--- src/ffst_pkg.sv ---
package ffst_pkg;
  localparam int FRAME_W = 16;
  localparam int SLICE_W = 16;
  localparam int TIME_W = 16;
  localparam bit METHOD_RESET = 1'b0;
  localparam bit METHOD_CAPTURE = 1'b1;
  // Serial command line: start bit, opcode, then frame number for a load
  localparam int OP_W = 2;
  localparam logic [1:0] OP_LOAD = 2'h1;
  localparam logic [1:0] OP_FRAME = 2'h2;
  localparam logic [1:0] OP_SLICE = 2'h3;
  localparam int SYNC_ZEROS = FRAME_W + 1;
  localparam int RX_CNT_W = $clog2(FRAME_W + 2);
  typedef enum logic [1:0] {
    RX_HUNT = 2'b00,
    RX_IDLE = 2'b01,
    RX_OP = 2'b10,
    RX_DATA = 2'b11
  } ffst_rx_e;
  // Timing
  localparam int CLK_MHZ = 100;
  localparam int I2C_WAIT_NS = 1000;
  localparam int I2C_WAIT_CYC = (I2C_WAIT_NS * CLK_MHZ + 999) / 1000;
  localparam int I2C_CNT_W = 8;
  // Register map, word addresses
  localparam logic [2:0] REG_CTRL = 3'h0;
  localparam logic [2:0] REG_STATUS = 3'h1;
  localparam logic [2:0] REG_NUMS = 3'h2;
  localparam logic [2:0] REG_CAPT = 3'h3;
  localparam logic [2:0] REG_PEND = 3'h4;
  localparam int CTRL_HIT_EN = 0;
  localparam int CTRL_FLUSH = 1;
  localparam int CTRL_DROP_CLR = 2;
  localparam logic CTRL_HIT_EN_RST = 1'b1;
  localparam int ST_ACTIVE = 0;
  localparam int ST_PEND = 1;
  localparam int ST_LINE_RST = 2;
  localparam int ST_I2C_RDY = 3;
  localparam int ST_TX_VALID = 4;
  localparam int ST_METHOD = 5;
  localparam int ST_DROP = 6;
  localparam int SYNC_N = 4;
endpackage

--- src/ffst_cmd_rx.sv ---
`timescale 1ns/100ps
module ffst_cmd_rx #(
  parameter int FRAME_W = ffst_pkg::FRAME_W
) (
  // Clock and reset
  input wire logic clk,
  input wire logic sys_rst,
  // Sampled link bits
  input wire logic bit_stb,
  input wire logic bit_in,
  input wire logic abort,
  // Decoded commands
  output logic load_stb,
  output logic [FRAME_W-1:0] load_num,
  output logic frame_stb,
  output logic slice_stb
);
  import ffst_pkg::*;
  ffst_rx_e state_r;
  logic [RX_CNT_W-1:0] cnt_r;
  logic [RX_CNT_W-1:0] zrun_r;
  logic [1:0] op_r;
  logic [1:0] op_full;
  logic [FRAME_W-1:0] num_r;
  logic load_r;
  logic frame_r;
  logic slice_r;

  assign op_full = {op_r[0], bit_in};
  assign load_stb = load_r;
  assign load_num = num_r;
  assign frame_stb = frame_r;
  assign slice_stb = slice_r;

  // Zero run; a run longer than a command's frame number field proves the line is between commands
  always_ff @(posedge clk) begin
    if (sys_rst) begin
      zrun_r <= '0;
    end else if (bit_stb) begin
      if (bit_in) begin
        zrun_r <= '0;
      end else if (zrun_r != RX_CNT_W'(SYNC_ZEROS)) begin
        zrun_r <= zrun_r + 1'b1;
      end
    end
  end

  // Command framing; abort drops a partial command, hunting resyncs cleanly
  always_ff @(posedge clk) begin
    load_r <= 1'b0;
    frame_r <= 1'b0;
    slice_r <= 1'b0;
    if (sys_rst || abort) begin
      state_r <= RX_HUNT;
      cnt_r <= '0;
      op_r <= '0;
      if (sys_rst) begin
        num_r <= '0;
      end
    end else if (bit_stb) begin
      case (state_r)
        RX_HUNT: begin
          if (bit_in && zrun_r == RX_CNT_W'(SYNC_ZEROS)) begin
            state_r <= RX_OP;
            cnt_r <= '0;
          end
        end
        RX_IDLE: begin
          if (bit_in) begin
            state_r <= RX_OP;
            cnt_r <= '0;
          end
        end
        RX_OP: begin
          op_r <= op_full;
          if (cnt_r == RX_CNT_W'(OP_W - 1)) begin
            cnt_r <= '0;
            state_r <= (op_full == OP_LOAD) ? RX_DATA : RX_IDLE;
            frame_r <= (op_full == OP_FRAME);
            slice_r <= (op_full == OP_SLICE);
          end else begin
            cnt_r <= cnt_r + 1'b1;
          end
        end
        RX_DATA: begin
          num_r <= {num_r[FRAME_W-2:0], bit_in};
          if (cnt_r == RX_CNT_W'(FRAME_W - 1)) begin
            load_r <= 1'b1;
            state_r <= RX_IDLE;
          end else begin
            cnt_r <= cnt_r + 1'b1;
          end
        end
        default: state_r <= RX_HUNT;
      endcase
    end
  end
endmodule

--- src/ffst_hit_out.sv ---
`timescale 1ns/100ps
module ffst_hit_out #(
  parameter int FRAME_W = ffst_pkg::FRAME_W,
  parameter int SLICE_W = ffst_pkg::SLICE_W,
  parameter int TIME_W = ffst_pkg::TIME_W
) (
  // Clock and reset
  input wire logic clk,
  input wire logic sys_rst,
  // Control
  input wire logic discard,
  input wire logic stop_tx,
  // Hit capture
  input wire logic hit_stb,
  input wire logic [TIME_W-1:0] hit_time,
  input wire logic [FRAME_W-1:0] hit_frame,
  input wire logic [SLICE_W-1:0] hit_slice,
  output logic hit_drop,
  // Upstream stream
  input wire logic tx_ready,
  output logic tx_valid,
  output logic [TIME_W-1:0] tx_time,
  output logic [FRAME_W-1:0] tx_frame,
  output logic [SLICE_W-1:0] tx_slice
);
  import ffst_pkg::*;
  logic full_r;
  logic take;
  logic accept;

  // Single slot; a hit finding it occupied is lost and reported, unless the held hit leaves that cycle or discard is set
  assign tx_valid = full_r && !stop_tx;
  assign take = tx_valid && tx_ready;
  assign accept = hit_stb && (!full_r || take) && !discard;
  assign hit_drop = hit_stb && full_r && !take && !discard;

  // Slot occupancy; discard empties it without sending
  always_ff @(posedge clk) begin
    if (sys_rst || discard) begin
      full_r <= 1'b0;
    end else if (accept) begin
      full_r <= 1'b1;
    end else if (take) begin
      full_r <= 1'b0;
    end
  end

  // Three values per hit travel together
  always_ff @(posedge clk) begin
    if (sys_rst) begin
      tx_time <= '0;
      tx_frame <= '0;
      tx_slice <= '0;
    end else if (accept) begin
      tx_time <= hit_time;
      tx_frame <= hit_frame;
      tx_slice <= hit_slice;
    end
  end
endmodule

--- src/ffst_frontend.sv ---
`timescale 1ns/100ps
module ffst_frontend #(
  parameter int FRAME_W = ffst_pkg::FRAME_W,
  parameter int SLICE_W = ffst_pkg::SLICE_W,
  parameter int TIME_W = ffst_pkg::TIME_W,
  parameter bit METHOD = ffst_pkg::METHOD_RESET
) (
  // Clock and reset
  input wire logic clk,
  input wire logic sys_rst,
  // Concentrator link
  input wire logic gclk_in,
  input wire logic cmd_in,
  input wire logic line_rst_in,
  // Detector side
  input wire logic hit_in,
  output logic digitize_en,
  output logic i2c_ready,
  // Upstream data
  input wire logic tx_ready,
  output logic tx_valid,
  output logic [TIME_W-1:0] tx_time,
  output logic [FRAME_W-1:0] tx_frame,
  output logic [SLICE_W-1:0] tx_slice,
  // Avalon-MM slave
  input wire logic [2:0] avs_address,
  input wire logic avs_read,
  input wire logic avs_write,
  input wire logic [31:0] avs_writedata,
  input wire logic [3:0] avs_byteenable,
  output logic [31:0] avs_readdata,
  output logic avs_waitrequest
);
  import ffst_pkg::*;
  logic [SYNC_N-1:0] pin_raw;
  logic [SYNC_N-1:0] sync1_r;
  logic [SYNC_N-1:0] sync2_r;
  logic gclk_d_r;
  logic hit_d_r;
  logic rst_d_r;
  logic gclk_rise;
  logic rst_s;
  logic hit_ev;
  logic rx_load;
  logic rx_frame;
  logic rx_slice;
  logic [FRAME_W-1:0] rx_num;
  logic go_load;
  logic go_frame;
  logic go_slice;
  logic new_frame;
  logic slice_adv;
  logic active_r;
  logic pend_valid_r;
  logic [FRAME_W-1:0] pend_num_r;
  logic [FRAME_W-1:0] frame_num_r;
  logic [SLICE_W-1:0] slice_num_r;
  logic [TIME_W-1:0] tcount_r;
  logic [TIME_W-1:0] cap_r;
  logic [I2C_CNT_W-1:0] i2c_cnt_r;
  logic i2c_ready_r;
  logic ack_r;
  logic [31:0] rdata_r;
  logic [31:0] rd_word;
  logic wr_ctrl;
  logic hit_en_r;
  logic flush_r;
  logic drop_r;
  logic hit_drop;
  logic [TIME_W:0] seg_cnt_r;

  // Two-stage synchronisers for every pin from the concentrator or detector
  assign pin_raw = {hit_in, line_rst_in, cmd_in, gclk_in};
  generate
    for (genvar i = 0; i < SYNC_N; i++) begin : g_sync
      always_ff @(posedge clk) begin
        if (sys_rst) begin
          sync1_r[i] <= 1'b0;
          sync2_r[i] <= 1'b0;
        end else begin
          sync1_r[i] <= pin_raw[i];
          sync2_r[i] <= sync1_r[i];
        end
      end
    end
  endgenerate

  // Edge history on the synchronised side only
  always_ff @(posedge clk) begin
    if (sys_rst) begin
      gclk_d_r <= 1'b0;
      hit_d_r <= 1'b0;
      rst_d_r <= 1'b0;
    end else begin
      gclk_d_r <= sync2_r[0];
      hit_d_r <= sync2_r[3];
      rst_d_r <= sync2_r[2];
    end
  end

  // Command bit is stable at the global clock rising edge
  assign gclk_rise = sync2_r[0] && !gclk_d_r;
  assign rst_s = sync2_r[2];

  ffst_cmd_rx #(.FRAME_W(FRAME_W)) u_rx (
    .clk(clk),
    .sys_rst(sys_rst),
    .bit_stb(gclk_rise),
    .bit_in(sync2_r[1]),
    .abort(rst_s),
    .load_stb(rx_load),
    .load_num(rx_num),
    .frame_stb(rx_frame),
    .slice_stb(rx_slice)
  );

  // Commands are masked for as long as the line reset is held
  assign go_load = rx_load && !rst_s;
  assign go_frame = rx_frame && !rst_s;
  assign go_slice = rx_slice && !rst_s;
  assign new_frame = go_frame && pend_valid_r;
  assign slice_adv = go_slice && active_r;

  // Frame activity status
  always_ff @(posedge clk) begin
    if (sys_rst || rst_s) begin
      active_r <= 1'b0;
    end else if (go_frame) begin
      if (pend_valid_r) begin
        active_r <= 1'b1;
      end else if (active_r) begin
        active_r <= 1'b0;
      end
    end
  end

  // Pending frame number and its valid state
  always_ff @(posedge clk) begin
    if (sys_rst || rst_s) begin
      pend_valid_r <= 1'b0;
    end else if (go_frame) begin
      pend_valid_r <= 1'b0;
    end else if (go_load) begin
      pend_valid_r <= 1'b1;
    end
  end

  always_ff @(posedge clk) begin
    if (sys_rst) begin
      pend_num_r <= '0;
    end else if (go_load) begin
      pend_num_r <= rx_num;
    end
  end

  // Frame and slice numbers survive a line reset so numbering stays continuous
  always_ff @(posedge clk) begin
    if (sys_rst) begin
      frame_num_r <= '0;
      slice_num_r <= '0;
    end else if (new_frame) begin
      frame_num_r <= pend_num_r;
      slice_num_r <= '0;
    end else if (slice_adv) begin
      slice_num_r <= slice_num_r + 1'b1;
    end
  end

  // Internal time counter runs on clk, an integer multiple of the global clock;
  // the zeroing lands a fixed number of cycles after the global clock edge
  always_ff @(posedge clk) begin
    if (sys_rst) begin
      tcount_r <= '0;
    end else if (METHOD == METHOD_RESET && new_frame) begin
      tcount_r <= '0;
    end else begin
      tcount_r <= tcount_r + 1'b1;
    end
  end

  // Slice start times for the capture method
  always_ff @(posedge clk) begin
    if (sys_rst) begin
      cap_r <= '0;
    end else if (METHOD == METHOD_CAPTURE && (new_frame || slice_adv)) begin
      cap_r <= tcount_r;
    end
  end

  // Hits are taken only inside an active frame and outside line reset
  assign digitize_en = active_r && hit_en_r && !rst_s;
  assign hit_ev = sync2_r[3] && !hit_d_r && digitize_en;

  ffst_hit_out #(.FRAME_W(FRAME_W), .SLICE_W(SLICE_W), .TIME_W(TIME_W)) u_out (
    .clk(clk),
    .sys_rst(sys_rst),
    .discard(rst_s || flush_r),
    .stop_tx(rst_s),
    .hit_stb(hit_ev),
    .hit_time(tcount_r),
    .hit_frame(frame_num_r),
    .hit_slice(slice_num_r),
    .hit_drop(hit_drop),
    .tx_ready(tx_ready),
    .tx_valid(tx_valid),
    .tx_time(tx_time),
    .tx_frame(tx_frame),
    .tx_slice(tx_slice)
  );

  // Init readiness restarts on each line reset assertion; the delay covers settling
  always_ff @(posedge clk) begin
    if (sys_rst || (rst_s && !rst_d_r)) begin
      i2c_cnt_r <= '0;
      i2c_ready_r <= 1'b0;
    end else if (i2c_cnt_r != I2C_CNT_W'(I2C_WAIT_CYC)) begin
      i2c_cnt_r <= i2c_cnt_r + 1'b1;
      i2c_ready_r <= 1'b0;
    end else begin
      i2c_ready_r <= 1'b1;
    end
  end
  assign i2c_ready = i2c_ready_r;

  // Bus handshake: one wait cycle, read data latched in it
  assign avs_waitrequest = (avs_read || avs_write) && !ack_r;
  assign avs_readdata = rdata_r;
  assign wr_ctrl = avs_write && ack_r && avs_address == REG_CTRL && avs_byteenable[0];

  always_ff @(posedge clk) begin
    if (sys_rst) begin
      ack_r <= 1'b0;
    end else begin
      ack_r <= (avs_read || avs_write) && !ack_r;
    end
  end

  // Read decode; unmapped words read zero
  always_comb begin
    rd_word = '0;
    case (avs_address)
      REG_CTRL: rd_word[CTRL_HIT_EN] = hit_en_r;
      REG_STATUS: begin
        rd_word[ST_ACTIVE] = active_r;
        rd_word[ST_PEND] = pend_valid_r;
        rd_word[ST_LINE_RST] = rst_s;
        rd_word[ST_I2C_RDY] = i2c_ready_r;
        rd_word[ST_TX_VALID] = tx_valid;
        rd_word[ST_METHOD] = METHOD;
        rd_word[ST_DROP] = drop_r;
      end
      REG_NUMS: rd_word = {frame_num_r, slice_num_r};
      REG_CAPT: rd_word = {{(32 - TIME_W){1'b0}}, cap_r};
      REG_PEND: rd_word = {{(32 - FRAME_W){1'b0}}, pend_num_r};
      default: rd_word = '0;
    endcase
  end

  always_ff @(posedge clk) begin
    if (sys_rst) begin
      rdata_r <= '0;
    end else if (avs_read && !ack_r) begin
      rdata_r <= rd_word;
    end
  end

  // Control register; flush is a one-cycle discard of the held hit
  always_ff @(posedge clk) begin
    if (sys_rst) begin
      hit_en_r <= CTRL_HIT_EN_RST;
      flush_r <= 1'b0;
    end else begin
      flush_r <= wr_ctrl && avs_writedata[CTRL_FLUSH];
      if (wr_ctrl) begin
        hit_en_r <= avs_writedata[CTRL_HIT_EN];
      end
    end
  end

  // Sticky lost-hit flag; a new loss beats a clear in the same cycle
  always_ff @(posedge clk) begin
    if (sys_rst) begin
      drop_r <= 1'b0;
    end else if (hit_drop) begin
      drop_r <= 1'b1;
    end else if (wr_ctrl && avs_writedata[CTRL_DROP_CLR]) begin
      drop_r <= 1'b0;
    end
  end

  // Helper: clk cycles since the last slice boundary, saturating
  always_ff @(posedge clk) begin
    if (sys_rst || new_frame || slice_adv) begin
      seg_cnt_r <= '0;
    end else if (!seg_cnt_r[TIME_W]) begin
      seg_cnt_r <= seg_cnt_r + 1'b1;
    end
  end
endmodule

--- config.mk ---
export PLATFORM = sky130hd
export DESIGN_NAME = ffst_frontend
export DESIGN_NICKNAME = d
export VERILOG_FILES = /design/src/ffst_pkg.sv /design/src/ffst_cmd_rx.sv /design/src/ffst_hit_out.sv /design/src/ffst_frontend.sv
export SDC_FILE = /design/constraint.sdc
export NUM_CORES = 1
export LEC_CHECK = 0
export BUFFER_PORTS_ARGS = -buffer_cell sky130_fd_sc_hd__buf_4
export CELL_PAD_IN_SITES_DETAIL_PLACEMENT = 2
export CELL_PAD_IN_SITES_GLOBAL_PLACEMENT = 2
export CORE_MARGIN = 2
export CORE_UTILIZATION = 35
export CTS_CLUSTER_DIAMETER = 100
export DETAILED_ROUTE_END_ITERATION = 16
export PLACE_DENSITY = 0.87
export SLEW_MARGIN = 20
export SYNTH_ARGS = -nofsm -noshare
export SYNTH_HDL_FRONTEND = slang
export SYNTH_SLANG_ARGS = --single-unit
--- constraint.sdc ---
create_clock -name clk -period 2.4 [get_ports clk]
set_input_delay 0.72 -clock clk [delete_from_list [all_inputs] [get_ports clk]]
set_output_delay 0.72 -clock clk [all_outputs]
set_load 0.005 [all_outputs]
# == Word level (Yosys, flattened, before mapping) ==
# Index checks and enable logic that the tools add are counted.
# Widths: inputs -> output; s select.
# op_classes
add_sub_neg,5
n_eq_ne,20
mux,27
n_bitwise,4
n_reduce_logical,56
# ops
operator,n
$mux 16,4
$pmux 25 s2,1
$add 16x1->16 const B,2
$mux 5,6
$logic_and 1x1->1,26
$pmux 5 s4,1
$pmux 6 s3,1
$add 5x1->5 const B,2
$mux 2,5
$reduce_bool 2->1,5
$add 8x1->8 const B,1
$eq 2x2->1 const B,4
$logic_not 1->1,8
$ne 8x7->1 const B,1
$pmux 2 s4,1
$mux 1,7
$logic_or 1x1->1,6
$ne 2x1->1 const B,3
$ne 2x2->1 const B,3
$eq 5x1->1 const B,1
$eq 5x4->1 const B,1
$eq 5x5->1 const B,1
$ne 5x5->1 const B,1
$reduce_and 5->1,1
14 further kinds,20
# word_totals
register_bits,203
output_inout_bits,84
word_cells,148

# == Depth between registers and ports, before layout ==
# depth
ltp_word,7
mapped_depth,7

# == Hierarchy ==
# Synthesis repeated with hierarchy kept, for this count alone.
# unflattened
cells_unflattened,882
area_unflattened_um2,8444.3
# by_module_without_submodules
mod,n_inst,cells_per_inst,area_per_inst_um2,seq_area_each_um2
ffst_frontend,1,541,4805.9,2442.3
ffst_hit_out,1,215,2212.1,980.9
ffst_cmd_rx,1,126,1426.4,800.8

# == Least setup slack after synthesis ==
# OpenSTA, ideal clock, no wires.
# synth_timing
path_kind,input to register
start,input tx_ready
end,register u_out.tx_time[3]
setup_ps,128
arrival_ps,1746
path_slack_ps,527
path_stages,6
path_buffers,2
cell_sequence,nand2b_4 a2111oi_4 buf_6 buf_8 mux2i_1 nor2_1
# synth_between
elab_chain_cells,4
# synth_lines
element,line_no,text
from (decl),ffst_frontend.sv:20,"input wire logic tx_ready,"
$logic_and 1x1->1,ffst_hit_out.sv:33,assign take = tx_valid && tx_ready;
$logic_or 1x1->1,ffst_hit_out.sv:34,assign accept = hit_stb && (!full_r || take) && !discard;
$logic_and 1x1->1 (2 in a row),ffst_hit_out.sv:34,
to (signal assigned),ffst_hit_out.sv:55,tx_time <= hit_time;
to (decl),ffst_hit_out.sv:22,"output logic [TIME_W-1:0] tx_time,"
# Every way passes these cells.
# A chain may end at the register's enable or synchronous reset.

# == Worst setup path after layout ==
# layout_timing
start,register active_r
end,output digitize_en
# layout_between
elab_chain_cells,2
# layout_lines
element,line_no,text
from (decl),ffst_frontend.sv:53,logic active_r;
from (signal assigned),ffst_frontend.sv:127,active_r <= 1'b0;
from (signal assigned),ffst_frontend.sv:130,active_r <= 1'b1;
from (signal assigned),ffst_frontend.sv:132,active_r <= 1'b0;
$logic_and 1x1->1 (2 in a row),ffst_frontend.sv:191,assign digitize_en = active_r && hit_en_r && !rst_s;
to (decl),ffst_frontend.sv:17,"output logic digitize_en,"
# Every way passes these cells.

==> key figures <==
Floorplan
  • Die Height: 155 um
  • Die footprint: 0.0240 mm2
  • Initial Util: 0.355
  • Core area: 0.0225 mm2
  • I/O pin total: 132
  • Die Wd: 155 um
  • Placement Rows: 55

Yosys
  • Post-synth top area cell: dfxtp_1
  • Post-synthesis compound-gate area fraction: 0.113
  • Mux contribution to synthesized area: 0.0665
  • Post-Synthesis Cells: 833
  • Largest cells by area after synthesis: dfxtp_1 (47%), mux2i_1 (6.6%), edfxtp_1 (6.0%)
  • Synthesized area per cell: 9.58 um2
  • Main combinational cell family by area after synthesis: simple AND/OR/NAND/NOR gates
  • Post-synthesis cell area: 0.00798 mm2
  • Async S/R FF share, synth: 0
  • Post-synthesis sequential area ratio: 0.529
  • Most frequent cells after synthesis: dfxtp_1 (187), nor2_1 (125), nand2_1 (93)
  • Count leader, synth: dfxtp_1
  • #FFs+latches synth: 203
  • Synth warn: 0
  • Post-synth cell types: 64
  • XOR/XNOR share of the synthesized area: 0.0285
  • Post-synth top flop: dfxtp_1
  • Area share of and/or/nand/nor cells after synthesis: 0.211
  • Post-synth net total: 890
  • Synth top area share: 0.469
  • Adder-cell area share of the yosys netlist: 0.0141
  • Number of enable flip-flop cells after synthesis: 16

Pwr
  • PwrDens: 783 mW/mm2
  • Leak pwr: 3.61 nW
  • Tot Pwr: 7.70 mW
  • Max IR drop VDD: 0.408 mV

Run status
  • Status: finished, final reports clean

Clocking
  • CTS Buffer Depth: 3
  • Clock Sink Count: 203
  • Total CTS buffers: 24
  • CTS tree: done
  • Clk slew on worst S/H paths: 0.06 ns
  • Post-CTS Setup Repair Bufs: 0
  • # hold bufs at CTS: 0
  • H-tree depth: 1
  • CTS root buf: clkbuf_16
  • Resize count post-CTS: 0
  • Worst skew pair latency: 0.52 ns

Place
  • GPL Wtd Cong: 0.754
  • Worst slack at placement: 0.161 ns
  • DP HPWL: 15,600 um
  • Input/output buffers: 99

Setup path
  • CP arrival: 1.39 ns
  • Critical Path RT: 1.68 ns
  • WS Path Type: reg2out
  • CP endpoint kind: primary output
  • Crit start category: flip-flop
  • Critical-path maximum fanout: 6

STA
  • Clk_skew: 0.0103 ns
  • Least-Margin Pin Slew: 0.855 ns
  • Final hold violation count: 0
  • Setup slack after layout: 0.288 ns
  • Setup TNS Final: 0 ns
  • Min Tclk post-route: 2.11 ns
  • Relative max-transition margin: 0.428
  • Fin. max-slew vios: 0
  • Period utilization: 0.880
  • Fmax: 0.474 GHz
  • Setup Viol. Count Final: 0
  • Unrepaired setup endpoints after global routing: no

Detailed routing
  • Via/cell ratio: 5.43
  • DRT iter0 DRCs: 317
  • Routed wire length: 27,200 um
  • Wire length per cell: 22.1 um
  • Antenna viol nets, final: 0
  • Drt pass-1 iters: 5
  • Via count: 6,673
  • Drt drc: 0

Final layout
  • Number of fill cells: 2,352
  • Area of the multi-input gates: 0.00346 mm2
  • Area Growth Syn to Fin: 23.2%
  • Seq. cell area: 0.00422 mm2
  • N_diodes: 0
  • Fin nets: 983
  • Share of cells above drive strength 1: 0.178

Global routing
  • First-pass GRT wire length: 42,900 um
  • Vias in the first global route: 7,334
  • Total gr overflow: 0
  • Largest net degree at the start of global routing: 91
  • Initial antenna violation count: 0
  • GRT Util Overall: 0.225

Run
  • Max-cap violations: 0

Min path
  • Min-Delay Path Class: reg2reg
==> stage by stage <==
| stage | hold slack, ns | area, um2 | utilization | instances |
|---|---|---|---|---|
| floorplan | 0.392 | 7980 | - | 833 |
| global placement | 0.408 | 8970 | 0.399 | 1185 |
| detailed placement | 0.414 | 8970 | 0.399 | 1185 |
| CTS | 0.402 | 9830 | 0.437 | 1229 |
| global route | 0.430 | 9830 | 0.437 | 1229 |
| finish | 0.414 | 9830 | 0.437 | 1229 |
==> power breakdown <==
group / switching, mW / internal (mW)
sequential: 0.0318 / 3.45
combinational: 0.152 / 0.0772
clock: 1.52 / 2.47
==> kinds of logic after synthesis <==
logic type / Yosys count
AND/OR/NAND/NOR: 347
multiplexers: 53
AO/OA/AOI/OAI: 136
adder cells (fa/ha/maj): 9
buffers and inverters: 59
XOR/XNOR: 26
flip-flops: 203
==> sequential cells by signal (all words and copies together), names as in the netlist, 2 cells and up <==
name and count:
avs_readdata 32, frame_num_r 16, i2c_cnt_r 8, pend_num_r 16, slice_num_r 16, sync1_r 4, sync2_r 3, tcount_r 16
u_out.tx_frame 16, u_out.tx_slice 16, u_out.tx_time 16, u_rx.cnt_r 5, u_rx.load_num 16, u_rx.state_r 2, u_rx.zrun_r 5
==> layout make-up <==
cell class                 instances  share of cell area
timing repair buffer             115              0.0903
clock inverter                     8              0.0118
clock buffer                      36              0.0761
sequential                       203               0.430
multi-input combinational        571               0.352
inverter                          11             0.00420
tap                              285              0.0363
==> worst max-delay path, stage by stage (launching register included) <==
cell and delay [ns]:
dfxtp_1 0.52, nand3b_4 0.14, inv_1 0.10, buf_4 0.11
==> worst paths after layout <==
check	start	slack, ns	to	depth (start not counted)
max reg2reg	rst_s	0.47	slice_num_r[15]	5
min reg2reg	flush_r	0.41	u_out.full_r	1
max	active_r	0.29	digitize_en	3
min	flush_r	0.41	u_out.full_r	1
==> layout by cell type (no fill, tap or decap), drive strengths merged, types with 10 or more instances in the layout <==
cell type and instances:
mux2i 53, a22oi 32, a22o 10, nand4 10
clkbuf 36, nor2b 17, a21oi 49, and2 19
nand2 93, o21ai 18, inv 12, or3 10
dfxtp 187, buf 115, nor2 125, edfxtp 16
xnor2 11, xor2 15, nand3 22
==> layer usage <==
layer	GRT usage	wire, um	share of wire
met2	0.416	14000	0.52
met3	0.0304	1090	0.040
met4	0.0767	808	0.030
met1	0.268	11300	0.42
met5	0	0	0
No activity file was read; power rests on OpenSTA's default activity.
